$ cat config.mk
export PLATFORM = sky130hd
export DESIGN_NAME = uad_data_port
export DESIGN_NICKNAME = d
export VERILOG_FILES = /design/src/logic/uad_pkg.sv /design/src/logic/uad_ser_if.sv /design/src/logic/uad_fifo.sv /design/src/logic/uad_serial.sv /design/src/logic/uad_data_port.sv
export VERILOG_INCLUDE_DIRS = /design/src /design/src/logic
export SDC_FILE = /design/constraint.sdc
export NUM_CORES = 1
export LEC_CHECK = 0
export BUFFER_PORTS_ARGS = -buffer_cell sky130_fd_sc_hd__buf_2
export CAP_MARGIN = 40
export CORE_MARGIN = 3
export CORE_UTILIZATION = 62
export DETAILED_ROUTE_END_ITERATION = 8
export PLACE_DENSITY = 0.8
export REMOVE_ABC_BUFFERS = 1
export SLEW_MARGIN = 10
export SYNTH_ARGS = -nofsm -noshare
export SYNTH_HDL_FRONTEND = slang
export SYNTH_SLANG_ARGS = --single-unit
$ cat constraint.sdc
create_clock -name mclk -period 4.3 [get_ports mclk]
set_clock_uncertainty 0.1 [all_clocks]
set_input_delay 0.215 -clock mclk [delete_from_list [all_inputs] [get_ports mclk]]
set_output_delay 0.215 -clock mclk [all_outputs]
set_load 0.02 [all_outputs]
$ cat src/logic/uad_cfg.svh
// Purpose: Offsets, field positions, reset values and timing counts of the data port.
// Assumes: Byte addresses on a 32-bit address port, 16-bit register data.
// Notes:   Included by bare name wherever a figure is needed.
`ifndef UAD_CFG_SVH
`define UAD_CFG_SVH

`define UAD_ADDR_DATA         32'h50001000
`define UAD_ADDR_IER_DLH      32'h50001004
`define UAD_ADDR_FIFO_CTRL    32'h50001008
`define UAD_ADDR_LINE_CTRL    32'h5000100c
`define UAD_ADDR_LINE_STATUS  32'h50001014
`define UAD_ADDR_INT_STATUS   32'h500010d0
`define UAD_ADDR_INT_MASK     32'h500010d4

`define UAD_LC_DIV_ACCESS     7
`define UAD_FC_ENABLE         0
`define UAD_FC_RX_FLUSH       1
`define UAD_FC_TX_FLUSH       2
`define UAD_LS_DATA_READY     0
`define UAD_LS_OVERRUN        1
`define UAD_LS_HOLD_EMPTY     5
`define UAD_LS_TX_EMPTY       6
`define UAD_IS_RX             0
`define UAD_IS_OVERRUN        1
`define UAD_IS_HOLD_EMPTY     2

`define UAD_RESET_DATA        16'h0000
`define UAD_RESET_DIVISOR     16'h0000
`define UAD_RESET_BYTE        8'h00
`define UAD_RESET_INT         3'h0

`define UAD_OVERSAMPLE        16
`define UAD_HALF_BIT          8
`define UAD_DATA_BITS         8
`define UAD_FIFO_DEPTH        16

`endif

$ cat src/logic/uad_pkg.sv
// Purpose: Types shared by the data port modules.
// Assumes: Nothing beyond the configuration header.
// Notes:   State encodings are left to the tools.
package uad_pkg;
   typedef enum logic [1:0] {TX_IDLE, TX_START, TX_DATA, TX_STOP} uad_tx_state_t;
   typedef enum logic [1:0] {RX_IDLE, RX_START, RX_DATA, RX_STOP} uad_rx_state_t;
endpackage

$ cat src/logic/uad_ser_if.sv
// Purpose: Carries characters and the divisor between the register side and the serial engine.
// Assumes: Both ends on mclk.
// Notes:   txValid/txReady is a plain handshake; rxValid is a one-cycle pulse.
`timescale 1ns/100ps
interface uad_ser_if;
   logic [15:0] divisor;
   logic        txValid;
   logic [7:0]  txData;
   logic        txReady;
   logic        txBusy;
   logic        rxValid;
   logic [7:0]  rxData;
   modport core   (output divisor, txValid, txData, input txReady, txBusy, rxValid, rxData);
   modport engine (input divisor, txValid, txData, output txReady, txBusy, rxValid, rxData);
endinterface

$ cat src/logic/uad_fifo.sv
// Purpose: Synchronous character FIFO with valid/ready on both sides.
// Assumes: Same clock on both sides; flush empties it in one cycle.
// Notes:   A write while full is refused through wrReady and is lost by the caller.
`timescale 1ns/100ps
`include "uad_cfg.svh"
module uad_fifo #(
   parameter int WIDTH = 8,
   parameter int DEPTH = `UAD_FIFO_DEPTH
) (
   input  wire logic             mclk,    // System clock.
   input  wire logic             nrst,    // Synchronous reset, active low.
   input  wire logic             ce,      // Clock enable.
   input  wire logic             flush,   // Empty the FIFO.
   input  wire logic             wrValid, // Push request.
   output logic                  wrReady, // Room for one more.
   input  wire logic [WIDTH-1:0] wrData,  // Pushed character.
   output logic                  rdValid, // Head is valid.
   input  wire logic             rdReady, // Pop the head.
   output logic      [WIDTH-1:0] rdData   // Head character.
);
   localparam int PW = (DEPTH > 1) ? $clog2(DEPTH) : 1;
   localparam int CW = $clog2(DEPTH + 1);

   if (DEPTH < 2 || WIDTH < 1) begin : g_check
      $error("uad_fifo needs DEPTH of at least 2 and WIDTH of at least 1");
   end

   logic [WIDTH-1:0] mem [DEPTH];
   logic [PW-1:0]    wrPtr, rdPtr, next_wrPtr, next_rdPtr;
   logic [CW-1:0]    count, next_count;
   logic             push, pop;

   function automatic logic [PW-1:0] bump(input logic [PW-1:0] p);
      return (p == PW'(DEPTH - 1)) ? '0 : p + 1'b1;
   endfunction

   assign wrReady = (count != CW'(DEPTH));
   assign rdValid = (count != '0);
   assign rdData  = mem[rdPtr];
   assign push    = wrValid && wrReady;
   assign pop     = rdReady && rdValid;

   always_comb begin
      next_wrPtr = push ? bump(wrPtr) : wrPtr;
      next_rdPtr = pop ? bump(rdPtr) : rdPtr;
      next_count = count + CW'(push) - CW'(pop);
      if (flush) begin
         next_wrPtr = '0;
         next_rdPtr = '0;
         next_count = '0;
      end
   end

   always_ff @(posedge mclk) begin
      if (!nrst) begin
         wrPtr <= '0;
         rdPtr <= '0;
         count <= '0;
      end else if (ce) begin
         wrPtr <= next_wrPtr;
         rdPtr <= next_rdPtr;
         count <= next_count;
         if (push && !flush) begin
            mem[wrPtr] <= wrData;
         end
      end
   end
endmodule

$ cat src/logic/uad_serial.sv
// Purpose: Baud generator and 8N1 transmit/receive engines.
// Assumes: rxd is asynchronous and is synchronised here.
// Notes:   One bit lasts sixteen baud ticks; a zero divisor stops every tick.
`timescale 1ns/100ps
`include "uad_cfg.svh"
module uad_serial
   import uad_pkg::*;
(
   input  wire logic mclk, // System clock.
   input  wire logic nrst, // Synchronous reset, active low.
   input  wire logic ce,   // Clock enable.
   uad_ser_if.engine ser,  // Characters and divisor.
   input  wire logic rxd,  // Serial input pin.
   output logic      txd   // Serial output pin.
);
   logic [15:0]   baudCnt, next_baudCnt;
   logic          baudTick, divOn;
   logic [1:0]    rxSync;
   uad_tx_state_t txState, next_txState;
   uad_rx_state_t rxState, next_rxState;
   logic [3:0]    txTicks, next_txTicks, rxTicks, next_rxTicks;
   logic [2:0]    txBit, next_txBit, rxBit, next_rxBit;
   logic [7:0]    txShift, next_txShift, rxShift, next_rxShift;
   logic          next_txd, next_rxValid;
   logic [7:0]    next_rxData;

   assign divOn       = (ser.divisor != 16'h0000);
   assign baudTick    = divOn && (baudCnt == ser.divisor - 16'h0001);
   assign ser.txReady = (txState == TX_IDLE) && divOn;
   assign ser.txBusy  = (txState != TX_IDLE);

   always_comb begin
      next_baudCnt = divOn ? (baudTick ? 16'h0000 : baudCnt + 16'h0001) : 16'h0000;
      next_txState = txState;
      next_txTicks = txTicks;
      next_txBit   = txBit;
      next_txShift = txShift;
      next_txd     = txd;
      if (ser.txReady && ser.txValid) begin
         next_txState = TX_START;
         next_txTicks = 4'h0;
         next_txShift = ser.txData;
      end else if (baudTick && txState != TX_IDLE) begin
         next_txTicks = txTicks + 4'h1;
         unique case (txState)
            TX_START: next_txd = 1'b0;
            TX_DATA:  next_txd = txShift[0];
            TX_STOP:  next_txd = 1'b1;
            TX_IDLE:  next_txd = 1'b1;
         endcase
         if (txTicks == 4'(`UAD_OVERSAMPLE - 1)) begin
            unique case (txState)
               TX_START: begin
                  next_txState = TX_DATA;
                  next_txBit   = 3'h0;
               end
               TX_DATA: begin
                  next_txShift = {1'b0, txShift[7:1]};
                  next_txBit   = txBit + 3'h1;
                  if (txBit == 3'(`UAD_DATA_BITS - 1)) begin
                     next_txState = TX_STOP;
                  end
               end
               TX_STOP:  next_txState = TX_IDLE;
               TX_IDLE:  next_txState = TX_IDLE;
            endcase
         end
      end else if (txState == TX_IDLE) begin
         next_txd = 1'b1;
      end
   end

   always_comb begin
      next_rxState = rxState;
      next_rxTicks = rxTicks;
      next_rxBit   = rxBit;
      next_rxShift = rxShift;
      next_rxValid = 1'b0;
      next_rxData  = ser.rxData;
      if (baudTick) begin
         next_rxTicks = rxTicks + 4'h1;
         unique case (rxState)
            RX_IDLE: begin
               next_rxTicks = 4'h0;
               if (!rxSync[1]) begin
                  next_rxState = RX_START;
               end
            end
            RX_START: begin
               if (rxTicks == 4'(`UAD_HALF_BIT - 1)) begin
                  // Realign to mid-bit so that later samples sit in the bit centre.
                  next_rxTicks = 4'h0;
                  next_rxBit   = 3'h0;
                  next_rxState = rxSync[1] ? RX_IDLE : RX_DATA;
               end
            end
            RX_DATA: begin
               if (rxTicks == 4'(`UAD_OVERSAMPLE - 1)) begin
                  next_rxShift = {rxSync[1], rxShift[7:1]};
                  next_rxBit   = rxBit + 3'h1;
                  if (rxBit == 3'(`UAD_DATA_BITS - 1)) begin
                     next_rxState = RX_STOP;
                  end
               end
            end
            RX_STOP: begin
               if (rxTicks == 4'(`UAD_OVERSAMPLE - 1)) begin
                  // A character with a bad stop bit is dropped.
                  next_rxValid = rxSync[1];
                  next_rxData  = rxShift;
                  next_rxState = RX_IDLE;
               end
            end
         endcase
      end
   end

   always_ff @(posedge mclk) begin
      if (!nrst) begin
         baudCnt     <= 16'h0000;
         rxSync      <= 2'b11;
         txState     <= TX_IDLE;
         txTicks     <= 4'h0;
         txBit       <= 3'h0;
         txShift     <= 8'h00;
         txd         <= 1'b1;
         rxState     <= RX_IDLE;
         rxTicks     <= 4'h0;
         rxBit       <= 3'h0;
         rxShift     <= 8'h00;
         ser.rxValid <= 1'b0;
         ser.rxData  <= 8'h00;
      end else if (ce) begin
         baudCnt     <= next_baudCnt;
         rxSync      <= {rxSync[0], rxd};
         txState     <= next_txState;
         txTicks     <= next_txTicks;
         txBit       <= next_txBit;
         txShift     <= next_txShift;
         txd         <= next_txd;
         rxState     <= next_rxState;
         rxTicks     <= next_rxTicks;
         rxBit       <= next_rxBit;
         rxShift     <= next_rxShift;
         ser.rxValid <= next_rxValid;
         ser.rxData  <= next_rxData;
      end
   end
endmodule

$ cat src/logic/uad_data_port.sv
// Purpose: Data and divisor port of a serial controller with optional FIFOs.
// Assumes: Plain register port, read data one cycle after the read strobe.
// Notes:   Line framing is fixed at eight data bits, no parity, one stop bit.
//
// The plain strobed port was left to the implementer.
`timescale 1ns/100ps
`include "uad_cfg.svh"
module uad_data_port
   import uad_pkg::*;
#(
   parameter int FIFO_DEPTH = `UAD_FIFO_DEPTH
) (
   input  wire logic        mclk,   // System clock, 20 MHz.
   input  wire logic        nrst,   // Synchronous reset, active low.
   input  wire logic        ce,     // Clock enable; low freezes all state.
   input  wire logic [31:0] addr,   // Register byte address.
   input  wire logic [15:0] wdata,  // Write data.
   input  wire logic        wrStb,  // Write strobe, one cycle.
   input  wire logic        rdStb,  // Read strobe, one cycle.
   output logic      [15:0] rdata,  // Read data, valid the cycle after rdStb.
   input  wire logic        rxd,    // Serial input pin.
   output logic             txd,    // Serial output pin.
   output logic             irq     // Interrupt, level, active high.
);
   if (FIFO_DEPTH < 2) begin : g_check
      $error("uad_data_port needs FIFO_DEPTH of at least 2");
   end

   // Characters and divisor to the engine.
   uad_ser_if ser ();

   logic [7:0]  lineControl, next_lineControl;
   logic        fifoEnable, next_fifoEnable;
   logic [15:0] divisor, next_divisor;
   logic [7:0]  intEnable, next_intEnable;

   logic [7:0]  rxBuffer, next_rxBuffer;
   logic        rxReady, next_rxReady;

   logic [7:0]  txHolding, next_txHolding;
   logic        holdEmpty, next_holdEmpty;

   logic        overrun, next_overrun;
   logic [2:0]  intStatus, next_intStatus;
   logic [2:0]  intMask, next_intMask;
   logic        prevEmpty, next_prevEmpty;

   logic [15:0] next_rdata;

   logic        divAccess, dataWrite, dataRead, fifoCtrlWrite;

   logic        rxFlush, txFlush, rxPush, rxFifoReady, rxFifoValid, rxPop;

   logic        txPush, txFifoReady, txFifoValid, txPop, txTaken;
   logic [7:0]  rxFifoData, txFifoData;
   logic        dataReadyFlag, holdEmptyFlag, overrunEvent;

   function automatic logic hit(input logic [31:0] a, input logic [31:0] offset);
      return a == offset;
   endfunction

   assign divAccess     = lineControl[`UAD_LC_DIV_ACCESS];

   assign dataWrite     = wrStb && hit(addr, `UAD_ADDR_DATA) && !divAccess;
   assign dataRead      = rdStb && hit(addr, `UAD_ADDR_DATA) && !divAccess;

   assign fifoCtrlWrite = wrStb && hit(addr, `UAD_ADDR_FIFO_CTRL);
   // Changing the FIFO mode empties both FIFOs so no stale characters survive.
   assign rxFlush = fifoCtrlWrite
                    && (wdata[`UAD_FC_RX_FLUSH] || wdata[`UAD_FC_ENABLE] != fifoEnable);
   assign txFlush = fifoCtrlWrite
                    && (wdata[`UAD_FC_TX_FLUSH] || wdata[`UAD_FC_ENABLE] != fifoEnable);

   assign rxPush = fifoEnable && ser.rxValid;
   assign rxPop  = fifoEnable && dataRead;
   // A push into a full transmit FIFO is lost.
   assign txPush = fifoEnable && dataWrite;
   assign txPop  = fifoEnable && ser.txReady;

   assign ser.divisor = divisor;
   assign ser.txValid = fifoEnable ? txFifoValid : !holdEmpty;
   assign ser.txData  = fifoEnable ? txFifoData : txHolding;
   assign txTaken     = ser.txValid && ser.txReady;

   assign dataReadyFlag = fifoEnable ? rxFifoValid : rxReady;
   assign holdEmptyFlag = fifoEnable ? !txFifoValid : holdEmpty;
   // With the FIFO off, a read in the arrival cycle frees the buffer in time.
   assign overrunEvent  = ser.rxValid
                          && (fifoEnable ? !rxFifoReady : (rxReady && !dataRead));
   assign irq = |(intStatus & intMask);

   uad_fifo #(
      .WIDTH (8),
      .DEPTH (FIFO_DEPTH)
   ) u_rx_fifo (
      .mclk    (mclk),
      .nrst    (nrst),
      .ce      (ce),
      .flush   (rxFlush),
      .wrValid (rxPush),
      .wrReady (rxFifoReady),
      .wrData  (ser.rxData),
      .rdValid (rxFifoValid),
      .rdReady (rxPop),
      .rdData  (rxFifoData)
   );

   uad_fifo #(
      .WIDTH (8),
      .DEPTH (FIFO_DEPTH)
   ) u_tx_fifo (
      .mclk    (mclk),
      .nrst    (nrst),
      .ce      (ce),
      .flush   (txFlush),
      .wrValid (txPush),
      .wrReady (txFifoReady),
      .wrData  (wdata[7:0]),
      .rdValid (txFifoValid),
      .rdReady (txPop),
      .rdData  (txFifoData)
   );

   uad_serial u_serial (
      .mclk (mclk),
      .nrst (nrst),
      .ce   (ce),
      .ser  (ser.engine),
      .rxd  (rxd),
      .txd  (txd)
   );

   always_comb begin
      next_lineControl = lineControl;
      next_fifoEnable  = fifoEnable;
      next_divisor     = divisor;
      next_intEnable   = intEnable;
      next_intMask     = intMask;

      if (wrStb) begin
         // Only bits 7:0 of a write are kept.
         if (hit(addr, `UAD_ADDR_DATA) && divAccess) begin
            next_divisor[7:0] = wdata[7:0];
         end

         if (hit(addr, `UAD_ADDR_IER_DLH)) begin
            if (divAccess) begin
               next_divisor[15:8] = wdata[7:0];
            end else begin
               next_intEnable = wdata[7:0];
            end
         end

         if (hit(addr, `UAD_ADDR_LINE_CTRL)) begin
            next_lineControl = wdata[7:0];
         end

         if (fifoCtrlWrite) begin
            next_fifoEnable = wdata[`UAD_FC_ENABLE];
         end

         if (hit(addr, `UAD_ADDR_INT_MASK)) begin
            next_intMask = wdata[2:0];
         end
      end
   end

   always_comb begin
      next_rxBuffer = rxBuffer;
      next_rxReady  = rxReady;

      if (dataRead && !fifoEnable) begin
         next_rxReady = 1'b0;
      end

      if (ser.rxValid && !fifoEnable) begin
         next_rxBuffer = ser.rxData;
         next_rxReady  = 1'b1;
      end

      if (fifoCtrlWrite) begin
         next_rxReady = 1'b0;
      end
   end

   always_comb begin
      next_txHolding = txHolding;
      next_holdEmpty = holdEmpty;

      if (txTaken && !fifoEnable) begin
         next_holdEmpty = 1'b1;
      end

      if (dataWrite && !fifoEnable) begin
         // A write before the engine takes the character replaces it.
         next_txHolding = wdata[7:0];
         next_holdEmpty = 1'b0;
      end

      if (fifoCtrlWrite) begin
         next_holdEmpty = 1'b1;
      end
   end

   always_comb begin
      next_overrun   = overrun;
      next_intStatus = intStatus;
      next_prevEmpty = holdEmptyFlag;

      if (rdStb && hit(addr, `UAD_ADDR_LINE_STATUS)) begin
         next_overrun = 1'b0;
      end
      if (rdStb && hit(addr, `UAD_ADDR_INT_STATUS)) begin
         next_intStatus = 3'h0;
      end

      // Events are applied after the clears so a same-cycle event is kept.
      if (overrunEvent) begin
         next_overrun                    = 1'b1;
         next_intStatus[`UAD_IS_OVERRUN] = 1'b1;
      end
      if (ser.rxValid) begin
         next_intStatus[`UAD_IS_RX] = 1'b1;
      end
      if (holdEmptyFlag && !prevEmpty) begin
         next_intStatus[`UAD_IS_HOLD_EMPTY] = 1'b1;
      end
   end

   // Read data stand one cycle, zero otherwise.
   always_comb begin
      next_rdata = 16'h0000;
      if (rdStb) begin
         unique case (addr)
            `UAD_ADDR_DATA: begin
               if (divAccess) begin
                  next_rdata = {8'h00, divisor[7:0]};
               end else if (fifoEnable) begin
                  next_rdata = {8'h00, rxFifoValid ? rxFifoData : 8'h00};
               end else begin
                  next_rdata = {8'h00, rxBuffer};
               end
            end
            `UAD_ADDR_IER_DLH: begin
               next_rdata = {8'h00, divAccess ? divisor[15:8] : intEnable};
            end
            `UAD_ADDR_FIFO_CTRL:   next_rdata = {15'h0000, fifoEnable};
            `UAD_ADDR_LINE_CTRL:   next_rdata = {8'h00, lineControl};
            `UAD_ADDR_LINE_STATUS: begin
               next_rdata[`UAD_LS_DATA_READY] = dataReadyFlag;
               next_rdata[`UAD_LS_OVERRUN]    = overrun;
               next_rdata[`UAD_LS_HOLD_EMPTY] = holdEmptyFlag;
               next_rdata[`UAD_LS_TX_EMPTY]   = holdEmptyFlag && !ser.txBusy;
            end
            `UAD_ADDR_INT_STATUS:  next_rdata = {13'h0000, intStatus};
            `UAD_ADDR_INT_MASK:    next_rdata = {13'h0000, intMask};
            default:               next_rdata = 16'h0000;
         endcase
      end
   end

   // Low ce holds all state, FIFOs and engine too.
   always_ff @(posedge mclk) begin
      if (!nrst) begin
         lineControl <= `UAD_RESET_BYTE;
         fifoEnable  <= 1'b0;
         divisor     <= `UAD_RESET_DIVISOR;
         intEnable   <= `UAD_RESET_BYTE;
         intMask     <= `UAD_RESET_INT;
         rxBuffer    <= `UAD_RESET_BYTE;
         rxReady     <= 1'b0;
         txHolding   <= `UAD_RESET_BYTE;
         holdEmpty   <= 1'b1;
         overrun     <= 1'b0;
         intStatus   <= `UAD_RESET_INT;
         prevEmpty   <= 1'b1;
         rdata       <= `UAD_RESET_DATA;
      end else if (ce) begin
         lineControl <= next_lineControl;
         fifoEnable  <= next_fifoEnable;
         divisor     <= next_divisor;
         intEnable   <= next_intEnable;
         intMask     <= next_intMask;
         rxBuffer    <= next_rxBuffer;
         rxReady     <= next_rxReady;
         txHolding   <= next_txHolding;
         holdEmpty   <= next_holdEmpty;
         overrun     <= next_overrun;
         intStatus   <= next_intStatus;
         prevEmpty   <= next_prevEmpty;
         rdata       <= next_rdata;
      end
   end
endmodule

==> results of run 1 <==
-- worst max path at each step --
stage          slack [ps]                  to                from  depth (start not counted)
2_1_floorplan         450  u_tx_fifo.count[4]          fifoEnable                         16
3_3_place_gp          560  u_tx_fifo.count[4]          divisor[7]                         16
3_5_place_dp          540  u_rx_fifo.count[4]  u_rx_fifo.count[3]                         14
4_1_cts               510  u_rx_fifo.count[4]  u_rx_fifo.count[3]                         14
5_1_grt               190  u_tx_fifo.count[4]          divisor[7]                         16
6_report              500  u_rx_fifo.count[4]  u_rx_fifo.count[3]                         14
-- critical path, stage by stage (launching register included) --
cell and delay (ps):
sky130_fd_sc_hd__dfxtp_1 310, sky130_fd_sc_hd__inv_1 100, sky130_fd_sc_hd__ha_1 200, sky130_fd_sc_hd__or3b_2 460, sky130_fd_sc_hd__o21ai_0 380, sky130_fd_sc_hd__nor3_1 200, sky130_fd_sc_hd__ha_1 320, sky130_fd_sc_hd__inv_1 40
sky130_fd_sc_hd__ha_1 220, sky130_fd_sc_hd__fa_1 450, sky130_fd_sc_hd__a21oi_1 170, sky130_fd_sc_hd__o21bai_1 90, sky130_fd_sc_hd__xnor2_1 140, sky130_fd_sc_hd__or4_1 400, sky130_fd_sc_hd__a21oi_1 140
-- registers in the layout, summed over array words and instances, names as in the netlist, 5 cells and up, named ones only --
| register | cells |
|---|---|
| rxBuffer | 8 |
| u_serial.rxShift | 8 |
| lineControl | 8 |
| u_rx_fifo.mem | 128 |
| rdata | 8 |
| u_serial.txShift | 8 |
| intEnable | 8 |
| txHolding | 8 |
| u_serial.ser.rxData | 8 |
| u_tx_fifo.mem | 128 |
| u_rx_fifo.count | 5 |
| u_serial.baudCnt | 16 |
| divisor | 16 |
| u_tx_fifo.count | 5 |
-- cell type report --
type                            count  share of cell area
Clock buffer                       59             0.05728
Clock inverter                     16             0.01185
Inverter                           43            0.007836
Multi-Input combinational cell    901              0.3405
Sequential cell                   419              0.5318
Tap cell                          384             0.02333
Timing Repair Buffer               92             0.02734
-- synth_stat cells (3+ instances only) --
library cell	n	area [um^2]
sky130_fd_sc_hd__nor2_1	120	450.4
sky130_fd_sc_hd__o211ai_1	10	75.07
sky130_fd_sc_hd__a21oi_1	72	360.4
sky130_fd_sc_hd__and2_1	7	43.79
sky130_fd_sc_hd__o21ai_0	40	200.2
sky130_fd_sc_hd__mux2_2	4	45.04
sky130_fd_sc_hd__buf_2	6	30.03
sky130_fd_sc_hd__o31ai_1	4	30.03
sky130_fd_sc_hd__a21o_1	6	45.04
sky130_fd_sc_hd__inv_1	43	161.4
sky130_fd_sc_hd__nand4_1	20	125.1
sky130_fd_sc_hd__ha_1	37	462.9
sky130_fd_sc_hd__nor2b_1	9	56.30
sky130_fd_sc_hd__and3_1	21	131.4
sky130_fd_sc_hd__buf_1	9	33.78
sky130_fd_sc_hd__buf_4	8	60.06
sky130_fd_sc_hd__xor2_1	19	166.4
sky130_fd_sc_hd__clkbuf_1	60	225.2
sky130_fd_sc_hd__a31o_2	4	35.03
sky130_fd_sc_hd__a211oi_1	5	37.54
sky130_fd_sc_hd__nor4b_1	5	43.79
sky130_fd_sc_hd__a32o_1	5	50.05
sky130_fd_sc_hd__nand2_1	123	461.7
sky130_fd_sc_hd__nor4_1	10	62.56
sky130_fd_sc_hd__or3_1	3	18.77
sky130_fd_sc_hd__mux4_2	77	1734
sky130_fd_sc_hd__a221oi_1	4	35.03
sky130_fd_sc_hd__nor3_1	26	130.1
sky130_fd_sc_hd__nand3b_1	7	52.55
sky130_fd_sc_hd__a31oi_1	11	68.82
sky130_fd_sc_hd__mux2i_1	88	880.8
sky130_fd_sc_hd__dfxtp_1	163	3263
sky130_fd_sc_hd__nand3_1	60	300.3
sky130_fd_sc_hd__edfxtp_1	256	7687
sky130_fd_sc_hd__a22oi_1	19	142.6
sky130_fd_sc_hd__nand2b_1	5	31.28
sky130_fd_sc_hd__xnor2_1	19	166.4
sky130_fd_sc_hd__a41oi_1	3	26.28
-- where the power goes --
group	switching (mW)	total (mW)	internal, mW
Combinational	0.110	0.142	0.0323
Clock	1.47	3.75	2.28
Sequential	0.000913	4.23	4.23
-- stage by stage --
step	hold slack, ps	instance area, um^2	utilization	cells
detailed placement	347.3	19130	0.6595	1835
finish	48.01	20600	0.7099	1914
global placement	336.7	19130	0.6592	1834
floorplan	176.9	18110	-	1363
global route	35.52	20600	0.7099	1914
CTS	21.58	20600	0.7099	1914
-- per-layer routing --
metal  vias to the layer above  share of wire  global-route usage
li1                       5544              -                   -
met1                      6117           0.38              0.3539
met2                       553           0.51              0.4760
met3                       114          0.072             0.04747
met4                         0          0.032             0.09448
met5                         -              0                   0
-- logic make-up (layout without fill, tap and decap cells) --
logic type      after synthesis  in the layout  share of synthesized area
other cells                   1              8                  0.0002034
compound gates              208            208                    0.07201
flops                       419            419                     0.5940
buf+inv                     126            210                    0.02769
simple gates                439            439                     0.1165
xor+xnor                     38             38                    0.01805
mux                         169            169                     0.1443
fa+ha+maj                    39             39                    0.02728
-- what timing repair did --
action	in CTS	in global routing
setup buffers	0	0
hold endpoints to repair	3	0
hold buffers	4	0
==> results.toml, run 1 <==
[synthesis]
synthArstFlopShare = 0
synth_cell_type_count = 75
ys_seq_elements = 419
dominantRegCellSynth = "sky130_fd_sc_hd__edfxtp_1"
synth-warning-count = 0
postSynthCellCount = 1439
avgSynthCellArea_um2 = 12.81
ys_seq_area_frac = 0.5940
syn-cell-area_um2 = 18440
synth_edf_count = 256

[clocking]
root_buffer = "sky130_fd_sc_hd__clkbuf_16"
worst_setup_hold_path_clk_slew_ps = 60
tritoncts = "done"
cts.repair.resized = 0
clock_tree.buffer_depth = 3
tritoncts_num_sinks = 419
tritoncts.num_buffers = 41
clkLatencyLatePin_ps = 540
clock_tree.htree_level_count = 2

[cells_and_area]
mostFrequentLayoutCell = "sky130_fd_sc_hd__edfxtp_1"
num-nets-final = 1591
area.growth.synth_to_final_pct = 11.72
fraction_of_layout_instances_using_a_drive_strength_above_1 = 0.1699
antenna_cells_inserted = 0
sequential_cell_area_um2 = 10950
multiInputGateArea_um2 = 7014
number_of_fill_cells = 1858
commonest_cells_after_routing_fill_and_taps_aside = "sky130_fd_sc_hd__edfxtp_1 (256), sky130_fd_sc_hd__dfxtp_1 (160), sky130_fd_sc_hd__nand2_1 (123), sky130_fd_sc_hd__nor2_1 (120), sky130_fd_sc_hd__mux2i_1 (88)"

[global_routing]
grt_pass1_vias = 12130
grt_overflow = 0
grt_max_degree = 59
grt.total_usage = 0.2755
first_pass_grt_wire_length_um = 67390
antenna_found_initial = 0

[floorplan]
std_cell_rows = 62
ios = 72
core-area_um2 = 29010
die_y_um = 178.4
floorplan.initialDensity = 0.6355
floorplan.die.width_um = 178.4
floorplan.die_area_um2 = 31840

[min_path]
hp-class = "input pin to flop"
holdPathEnd = "u_tx_fifo.mem[1][6]"
hold_path.startpoint = "wdata[6]"
hold-path-cell-count = 1

[power_and_ir_drop]
static_leakage_nw = 7.489
total_power_mw = 8.126
power-per-cell-area_nw_per_um2 = 394.5
vdd.ir_drop.worst_uv = 393.8

[worst_setup_path]
r2r_end = "u_rx_fifo.count[4]"
worstPathMaxFanout = 5
worstRegToRegCells = 14
critPathArrivalTime_ps = 4170
critPathCaptureType = "flop"
setup.worst_path.start_class = "flop"
worst_reg_to_reg_setup_slack_ps = 500
critPathKind = "flop to flop"
worst-endpoint-required_ps = 4670
timing.rr.start = "u_rx_fifo.count[3]"

[status]
status = "finished, final reports clean"

[detailed_routing]
drtIter0Drc = 1134
drtAntennaViolNets = 0
routed_via_density = 6.441
routed_len_inst_um = 22.62
drtPass1Iterations = 5
remaining_drc_errors = 0
routed_wirelength_um = 43300
route.vias.total = 12330

[sta]
finalCritPeriodShare = 0.8830
worst_margin_slew_ps = 898.4
setup_tns_ps = 0
final_max_slew_viol_count = 0
layout_min_cycle_time_ps = 3797
timing_hold_violations_final = 0
setup_slack_ps = 503.0
timing.fmax_mhz = 263.4
final-setup-viol-count = 0
timing.slew.headroom = 0.3989
grt_setup_unrepaired = "false"

[place]
place.detailed.hpwl_um = 28060
gpl.final_weighted_congestion = 0.8707
place_worst_setup_slack_ps = 539.2
numPortBuffers = 55

[flow_run]
max_cap_viol_count = 0
No activity file was read; power rests on OpenSTA's default activity.
==> inputs of run 2 (changes only) <==
--- a/config.mk
+++ b/config.mk
@@ -11,7 +11,7 @@
 export CORE_MARGIN = 3
 export CORE_UTILIZATION = 62
 export DETAILED_ROUTE_END_ITERATION = 8
-export PLACE_DENSITY = 0.8
+export PLACE_DENSITY = 0.79
 export REMOVE_ABC_BUFFERS = 1
 export SLEW_MARGIN = 10
 export SYNTH_ARGS = -nofsm -noshare
==> run 2 against run 1 <==
Fmax fell by 4.5%; combinational power is essentially flat; sequential cell count unchanged; largest cell class unchanged; highest routed layer unchanged.
==> results.toml, run 2 (synthesis gave the netlist of run 1 again) <==
[cells_and_area]
area.growth.synth_to_final_pct = 11.77
commonest_cells_after_routing_fill_and_taps_aside = "sky130_fd_sc_hd__edfxtp_1 (256), sky130_fd_sc_hd__dfxtp_1 (161), sky130_fd_sc_hd__nand2_1 (123), sky130_fd_sc_hd__nor2_1 (120), sky130_fd_sc_hd__mux2i_1 (88)"
mostFrequentLayoutCell = "sky130_fd_sc_hd__edfxtp_1"
num-nets-final = 1602
top_regs = "u_rx_fifo.mem: 128 flops, u_tx_fifo.mem: 128 flops"
fraction_of_layout_instances_using_a_drive_strength_above_1 = 0.1679
antenna_cells_inserted = 0
layout.core_utilization = 0.7103

[global_routing]
grt_overflow = 0
grt_pass1_vias = 12380
antenna_found_initial = 0
grt_max_degree = 62
grt.total_usage = 0.2874
first_pass_grt_wire_length_um = 70090

[floorplan]
core-area_um2 = 29010
floorplan.initialDensity = 0.6355
std_cell_rows = 62
floorplan.die_area_um2 = 31840
ios = 72
floorplan.die.width_um = 178.4
die_y_um = 178.4

[detailed_routing]
drtAntennaViolNets = 0
remaining_drc_errors = 0
route.vias.total = 12450
routed_wirelength_um = 44950
drtPass1Iterations = 6
drtIter0Drc = 1487
routed_via_density = 6.459
routed_len_inst_um = 23.33

[sta]
layout_min_cycle_time_ps = 3974
timing.fmax_mhz = 251.6
setup_tns_ps = 0
final-setup-viol-count = 0
worst_margin_slew_ps = 968.0
timing.slew.headroom = 0.3523
finalCritPeriodShare = 0.9242
grt_setup_unrepaired = "false"
final_max_slew_viol_count = 0
timing_hold_violations_final = 0

[clocking]
clock_tree.buffer_depth = 3
tritoncts_num_sinks = 419
clkLatencyLatePin_ps = 540
tritoncts.num_buffers = 42
root_buffer = "sky130_fd_sc_hd__clkbuf_16"
cts.repair.resized = 0
clock_tree.htree_level_count = 2
tritoncts = "done"
worst_setup_hold_path_clk_slew_ps = 60

[worst_setup_path]
worst-endpoint-required_ps = 4620
crit_top_cell = "sky130_fd_sc_hd__nor2_1"
critPathSlowestCell = "sky130_fd_sc_hd__fa_1"
critPathCaptureType = "flop"
setup.worst_path.start_class = "flop"
critPathKind = "flop to flop"
critPathArrivalTime_ps = 4290
timing.critical_path.slowest_cell_delay_ps = 440
cell_by_cell_listing_of_the_critical_path = "or3_1, nor4_1, nand4_1, and3_1, and2_0, ha_1, inv_1, ha_1, fa_1, a21oi_1, nor2_1, nor2_1, xnor2_1, o211ai_1, nand2_1, nor2_1"
worstPathMaxFanout = 8

[power_and_ir_drop]
static_leakage_nw = 7.505
power-per-cell-area_nw_per_um2 = 386.2
vdd.ir_drop.worst_uv = 363.5

[min_path]
hp-class = "input pin to flop"

[flow_run]
max_cap_viol_count = 0

[place]
gpl.final_weighted_congestion = 0.8401
numPortBuffers = 55
place.detailed.hpwl_um = 28690

[status]
status = "finished, final reports clean"
[run 2: layout make-up]
| cell class | count | area [um^2] |
|---|---|---|
| Sequential cell | 419 | 10950 |
| Fill cell | 1891 | 8406 |
| Multi-Input combinational cell | 901 | 7014 |
| Clock buffer | 67 | 1230 |
| Timing Repair Buffer | 102 | 640.6 |
| Tap cell | 384 | 480.5 |
| Inverter | 43 | 161.4 |
| Clock inverter | 11 | 127.6 |
[run 2: per-stage QoR]
step           instance area [um^2]  power, mW  std cells  setup slack [ps]  hold slack, ps
2_1_floorplan                 18110      4.360       1363             453.0           176.9
3_3_place_gp                  19140      4.449       1836             437.5           336.4
3_5_place_dp                  19180      4.454       1842             389.6           337.0
5_1_grt                       20610      8.130       1927             164.4           57.67
4_1_cts                       20590      7.975       1925             392.0           34.95
6_report                      20610      7.959       1927             326.1           51.38
[run 2: metal layers]
| metal | wire [um] | track usage |
|---|---|---|
| met4 | 1522 | 0.1000 |
| met3 | 3165 | 0.04491 |
| met5 | 0 | 0 |
| met1 | 16950 | 0.3662 |
| met2 | 23310 | 0.5025 |
[run 2: worst paths after layout]
| path | startpoint | to | slack [ps] | depth (start not counted) |
|---|---|---|---|---|
| hold / removal | wdata[4] | u_tx_fifo.mem[10][4] | 50 | 1 |
| hold reg to reg | rxBuffer[0] | rxBuffer[0] | 350 | 2 |
| setup reg to reg | divisor[7] | u_tx_fifo.count[4] | 330 | 16 |
| setup / recovery | divisor[7] | u_tx_fifo.count[4] | 330 | 16 |
[run 2: critical path, delay by kind of cell, from the launching register on]
family          cells  cell delay (ps)
simple gates        9             1880
buf+inv             1               40
compound gates      2              270
fa+ha+maj           3              990
xor+xnor            1              170
flops               1              400
[run 2: power breakdown]
group	switching [mW]	total (mW)	internal (mW)
clock	1.49	3.58	2.09
combinational	0.110	0.141	0.0317
sequential	0.000712	4.23	4.23
[run 2: timing repair]
action                     4_1_cts  5_1_grt
hold endpoints to repair         4        0
setup endpoints to repair        0        0
setup buffers                    0        0
hold buffers                     5        0
==> inputs of run 3 (changes only) <==
--- a/config.mk
+++ b/config.mk
@@ -8,10 +8,12 @@
 export LEC_CHECK = 0
 export BUFFER_PORTS_ARGS = -buffer_cell sky130_fd_sc_hd__buf_2
 export CAP_MARGIN = 40
+export CORE_ASPECT_RATIO = 0.7
 export CORE_MARGIN = 3
-export CORE_UTILIZATION = 62
+export CORE_UTILIZATION = 55
 export DETAILED_ROUTE_END_ITERATION = 8
-export PLACE_DENSITY = 0.79
+export GPL_TIMING_DRIVEN = 1
+export PLACE_DENSITY = 0.71
 export REMOVE_ABC_BUFFERS = 1
 export SLEW_MARGIN = 10
 export SYNTH_ARGS = -nofsm -noshare
==> run 3 against run 2 <==
Total power is 0.31% lower; sequential share of layout area is 0.14 points higher; final area is 0.26% lower; hold slack better by 2.7 ps; combinational power hardly changed; global-route usage is 4.4 points lower; clock power hardly changed; critical path depth stayed put; register-to-register slack hardly changed; cell count is 1.6% higher; largest power group unchanged; highest routed layer unchanged.
==> results.toml, run 3 (synthesis gave the netlist of run 1 again) <==
[clocking]
clock_tree.htree_level_count = 2
tritoncts.num_buffers = 41
worst_setup_hold_path_clk_slew_ps = 60
cts_post_setup_buffers_inserted = 0
tritoncts = "done"
root_buffer = "sky130_fd_sc_hd__clkbuf_16"
clock_tree.buffer_depth = 3
tritoncts_num_sinks = 419
clkLatencyLatePin_ps = 550

[sta]
grt_setup_unrepaired = "false"
setup_tns_ps = 0
timing.fmax_mhz = 252.4
worst_margin_slew_ps = 901.6
finalCritPeriodShare = 0.9214
final-setup-viol-count = 0
layout_min_cycle_time_ps = 3962
final_max_slew_viol_count = 0
timing_hold_violations_final = 0
timing.slew.headroom = 0.3957

[global_routing]
grt_max_degree = 57
grt_pass1_vias = 11500
grt.total_usage = 0.2437
grt_overflow = 0
antenna_found_initial = 0
first_pass_grt_wire_length_um = 67580

[worst_setup_path]
worst_reg_to_reg_setup_slack_ps = 340
critPathKind = "flop to flop"
critPathCaptureType = "flop"
worst-endpoint-required_ps = 4630
worstRegToRegCells = 16
critPathArrivalTime_ps = 4290
setup.worst_path.start_class = "flop"
timing.rr.start = "divisor[7]"
r2r_end = "u_tx_fifo.count[4]"
worstPathMaxFanout = 8

[min_path]
hold_path.startpoint = "wdata[5]"
hp-class = "input pin to flop"
holdPathEnd = "u_tx_fifo.mem[2][5]"
hold-path-cell-count = 1

[detailed_routing]
drtAntennaViolNets = 0
routed_wirelength_um = 43450
remaining_drc_errors = 0
routed_via_density = 6.175
route.vias.total = 12090
drtPass1Iterations = 6
routed_len_inst_um = 22.20
drtIter0Drc = 1423

[cells_and_area]
area.growth.synth_to_final_pct = 11.48
antenna_cells_inserted = 0
num-nets-final = 1592
commonest_cells_after_routing_fill_and_taps_aside = "sky130_fd_sc_hd__edfxtp_1 (256), sky130_fd_sc_hd__dfxtp_1 (161), sky130_fd_sc_hd__nand2_1 (123), sky130_fd_sc_hd__nor2_1 (120), sky130_fd_sc_hd__mux2i_1 (88)"
layout.cells.non_filler = 1957
fraction_of_layout_instances_using_a_drive_strength_above_1 = 0.1634
top_regs = "u_rx_fifo.mem: 128 flops, u_tx_fifo.mem: 128 flops"
mostFrequentLayoutCell = "sky130_fd_sc_hd__edfxtp_1"
number_of_fill_cells = 2412

[floorplan]
floorplan.die.width_um = 224.8
floorplan.die_area_um2 = 35790
std_cell_rows = 55
floorplan.initialDensity = 0.5640
ios = 72
core-area_um2 = 32690
die_y_um = 159.2

[power_and_ir_drop]
vdd.ir_drop.worst_uv = 243.8
power-per-cell-area_nw_per_um2 = 386.0
static_leakage_nw = 7.441

[place]
place.detailed.hpwl_um = 29550
gpl.final_weighted_congestion = 0.9108
numPortBuffers = 55
placedCellCount = 1877

[status]
status = "finished, final reports clean"

[flow_run]
max_cap_viol_count = 0
==> run 3: changes by cell type in the layout (fill, tap and decap cells not counted), moves of 3 or more <==
cell | previous run | this run
sky130_fd_sc_hd__clkbuf_16 | 44 | 41
sky130_fd_sc_hd__inv_6 | 0 | 3
sky130_fd_sc_hd__buf_4 | 42 | 32
sky130_fd_sc_hd__clkbuf_1 | 17 | 9
==> run 3: report_power, final <==
group | total (mW) | switching [mW] | internal [mW] | leakage, nW
clock | 3.56 | 1.49 | 2.07 | 0.643
combinational | 0.142 | 0.110 | 0.0323 | 2.84
sequential | 4.23 | 0.000631 | 4.23 | 3.95
total | 7.93 | 1.60 | 6.34 | 7.44
==> run 3: repair_timing <==
item	4_1_cts	5_1_grt
hold buffers	5	0
resized for setup	0	0
endpoints found under the hold margin	4	0
==> run 3: worst max-delay path by stage <==
stage / from / endpoint / cells past startpoint
after detailed placement: divisor[7] / u_tx_fifo.count[4] / 16
final: divisor[7] / u_tx_fifo.count[4] / 16
after global placement: divisor[7] / u_tx_fifo.count[4] / 16
after floorplan: fifoEnable / u_tx_fifo.count[4] / 16
after CTS: divisor[7] / u_tx_fifo.count[4] / 16
after global routing: divisor[7] / u_tx_fifo.count[4] / 16
==> run 3: layout make-up <==
class / count / area, um^2 / share of cell area
clock inverters: 20 / 211.5 / 0.01029
clock buffers: 54 / 1115 / 0.05424
flip-flops and latches: 419 / 10950 / 0.5329
well taps: 427 / 534.3 / 0.02599
inverters: 43 / 161.4 / 0.007853
multi-input cells: 901 / 7008 / 0.3410
repair buffers: 93 / 570.5 / 0.02776
==> run 3: worst max-delay path, cell delays in order, from the launching register on <==
cell                       delay [ps]
sky130_fd_sc_hd__dfxtp_1          400
sky130_fd_sc_hd__or3_1            440
sky130_fd_sc_hd__nor4_1           350
sky130_fd_sc_hd__nand4_1          280
sky130_fd_sc_hd__and3_1           290
sky130_fd_sc_hd__and2_0           240
sky130_fd_sc_hd__ha_1             310
sky130_fd_sc_hd__inv_1             40
sky130_fd_sc_hd__ha_1             220
sky130_fd_sc_hd__fa_1             450
sky130_fd_sc_hd__a21oi_1          160
sky130_fd_sc_hd__nor2_1            50
sky130_fd_sc_hd__nor2_1           120
sky130_fd_sc_hd__xnor2_1          160
sky130_fd_sc_hd__o211ai_1         100
sky130_fd_sc_hd__nand2_1          110
sky130_fd_sc_hd__nor2_1            40
==> run 3: per-layer routing <==
layer,part of all wire,GRT usage,vias up
li1,-,-,5543
met4,0.017,0.04965,0
met5,0,0,-
met3,0.094,0.04313,55
met2,0.42,0.3348,544
met1,0.47,0.4055,5943
==> run 3: per-stage QoR <==
stage               setup slack, ps  power, mW    util  instance area, um^2  hold WS (ps)
finish                        337.9      7.935  0.6288                20550         54.04
global placement              501.4      4.453  0.5861                19160         333.4
global route                  51.22      8.163  0.6288                20550         69.61
CTS                           400.8      7.989  0.6286                20550         39.49
detailed placement            429.6      4.457  0.5865                19170         336.4
floorplan                     453.0      4.360       -                18110         176.9
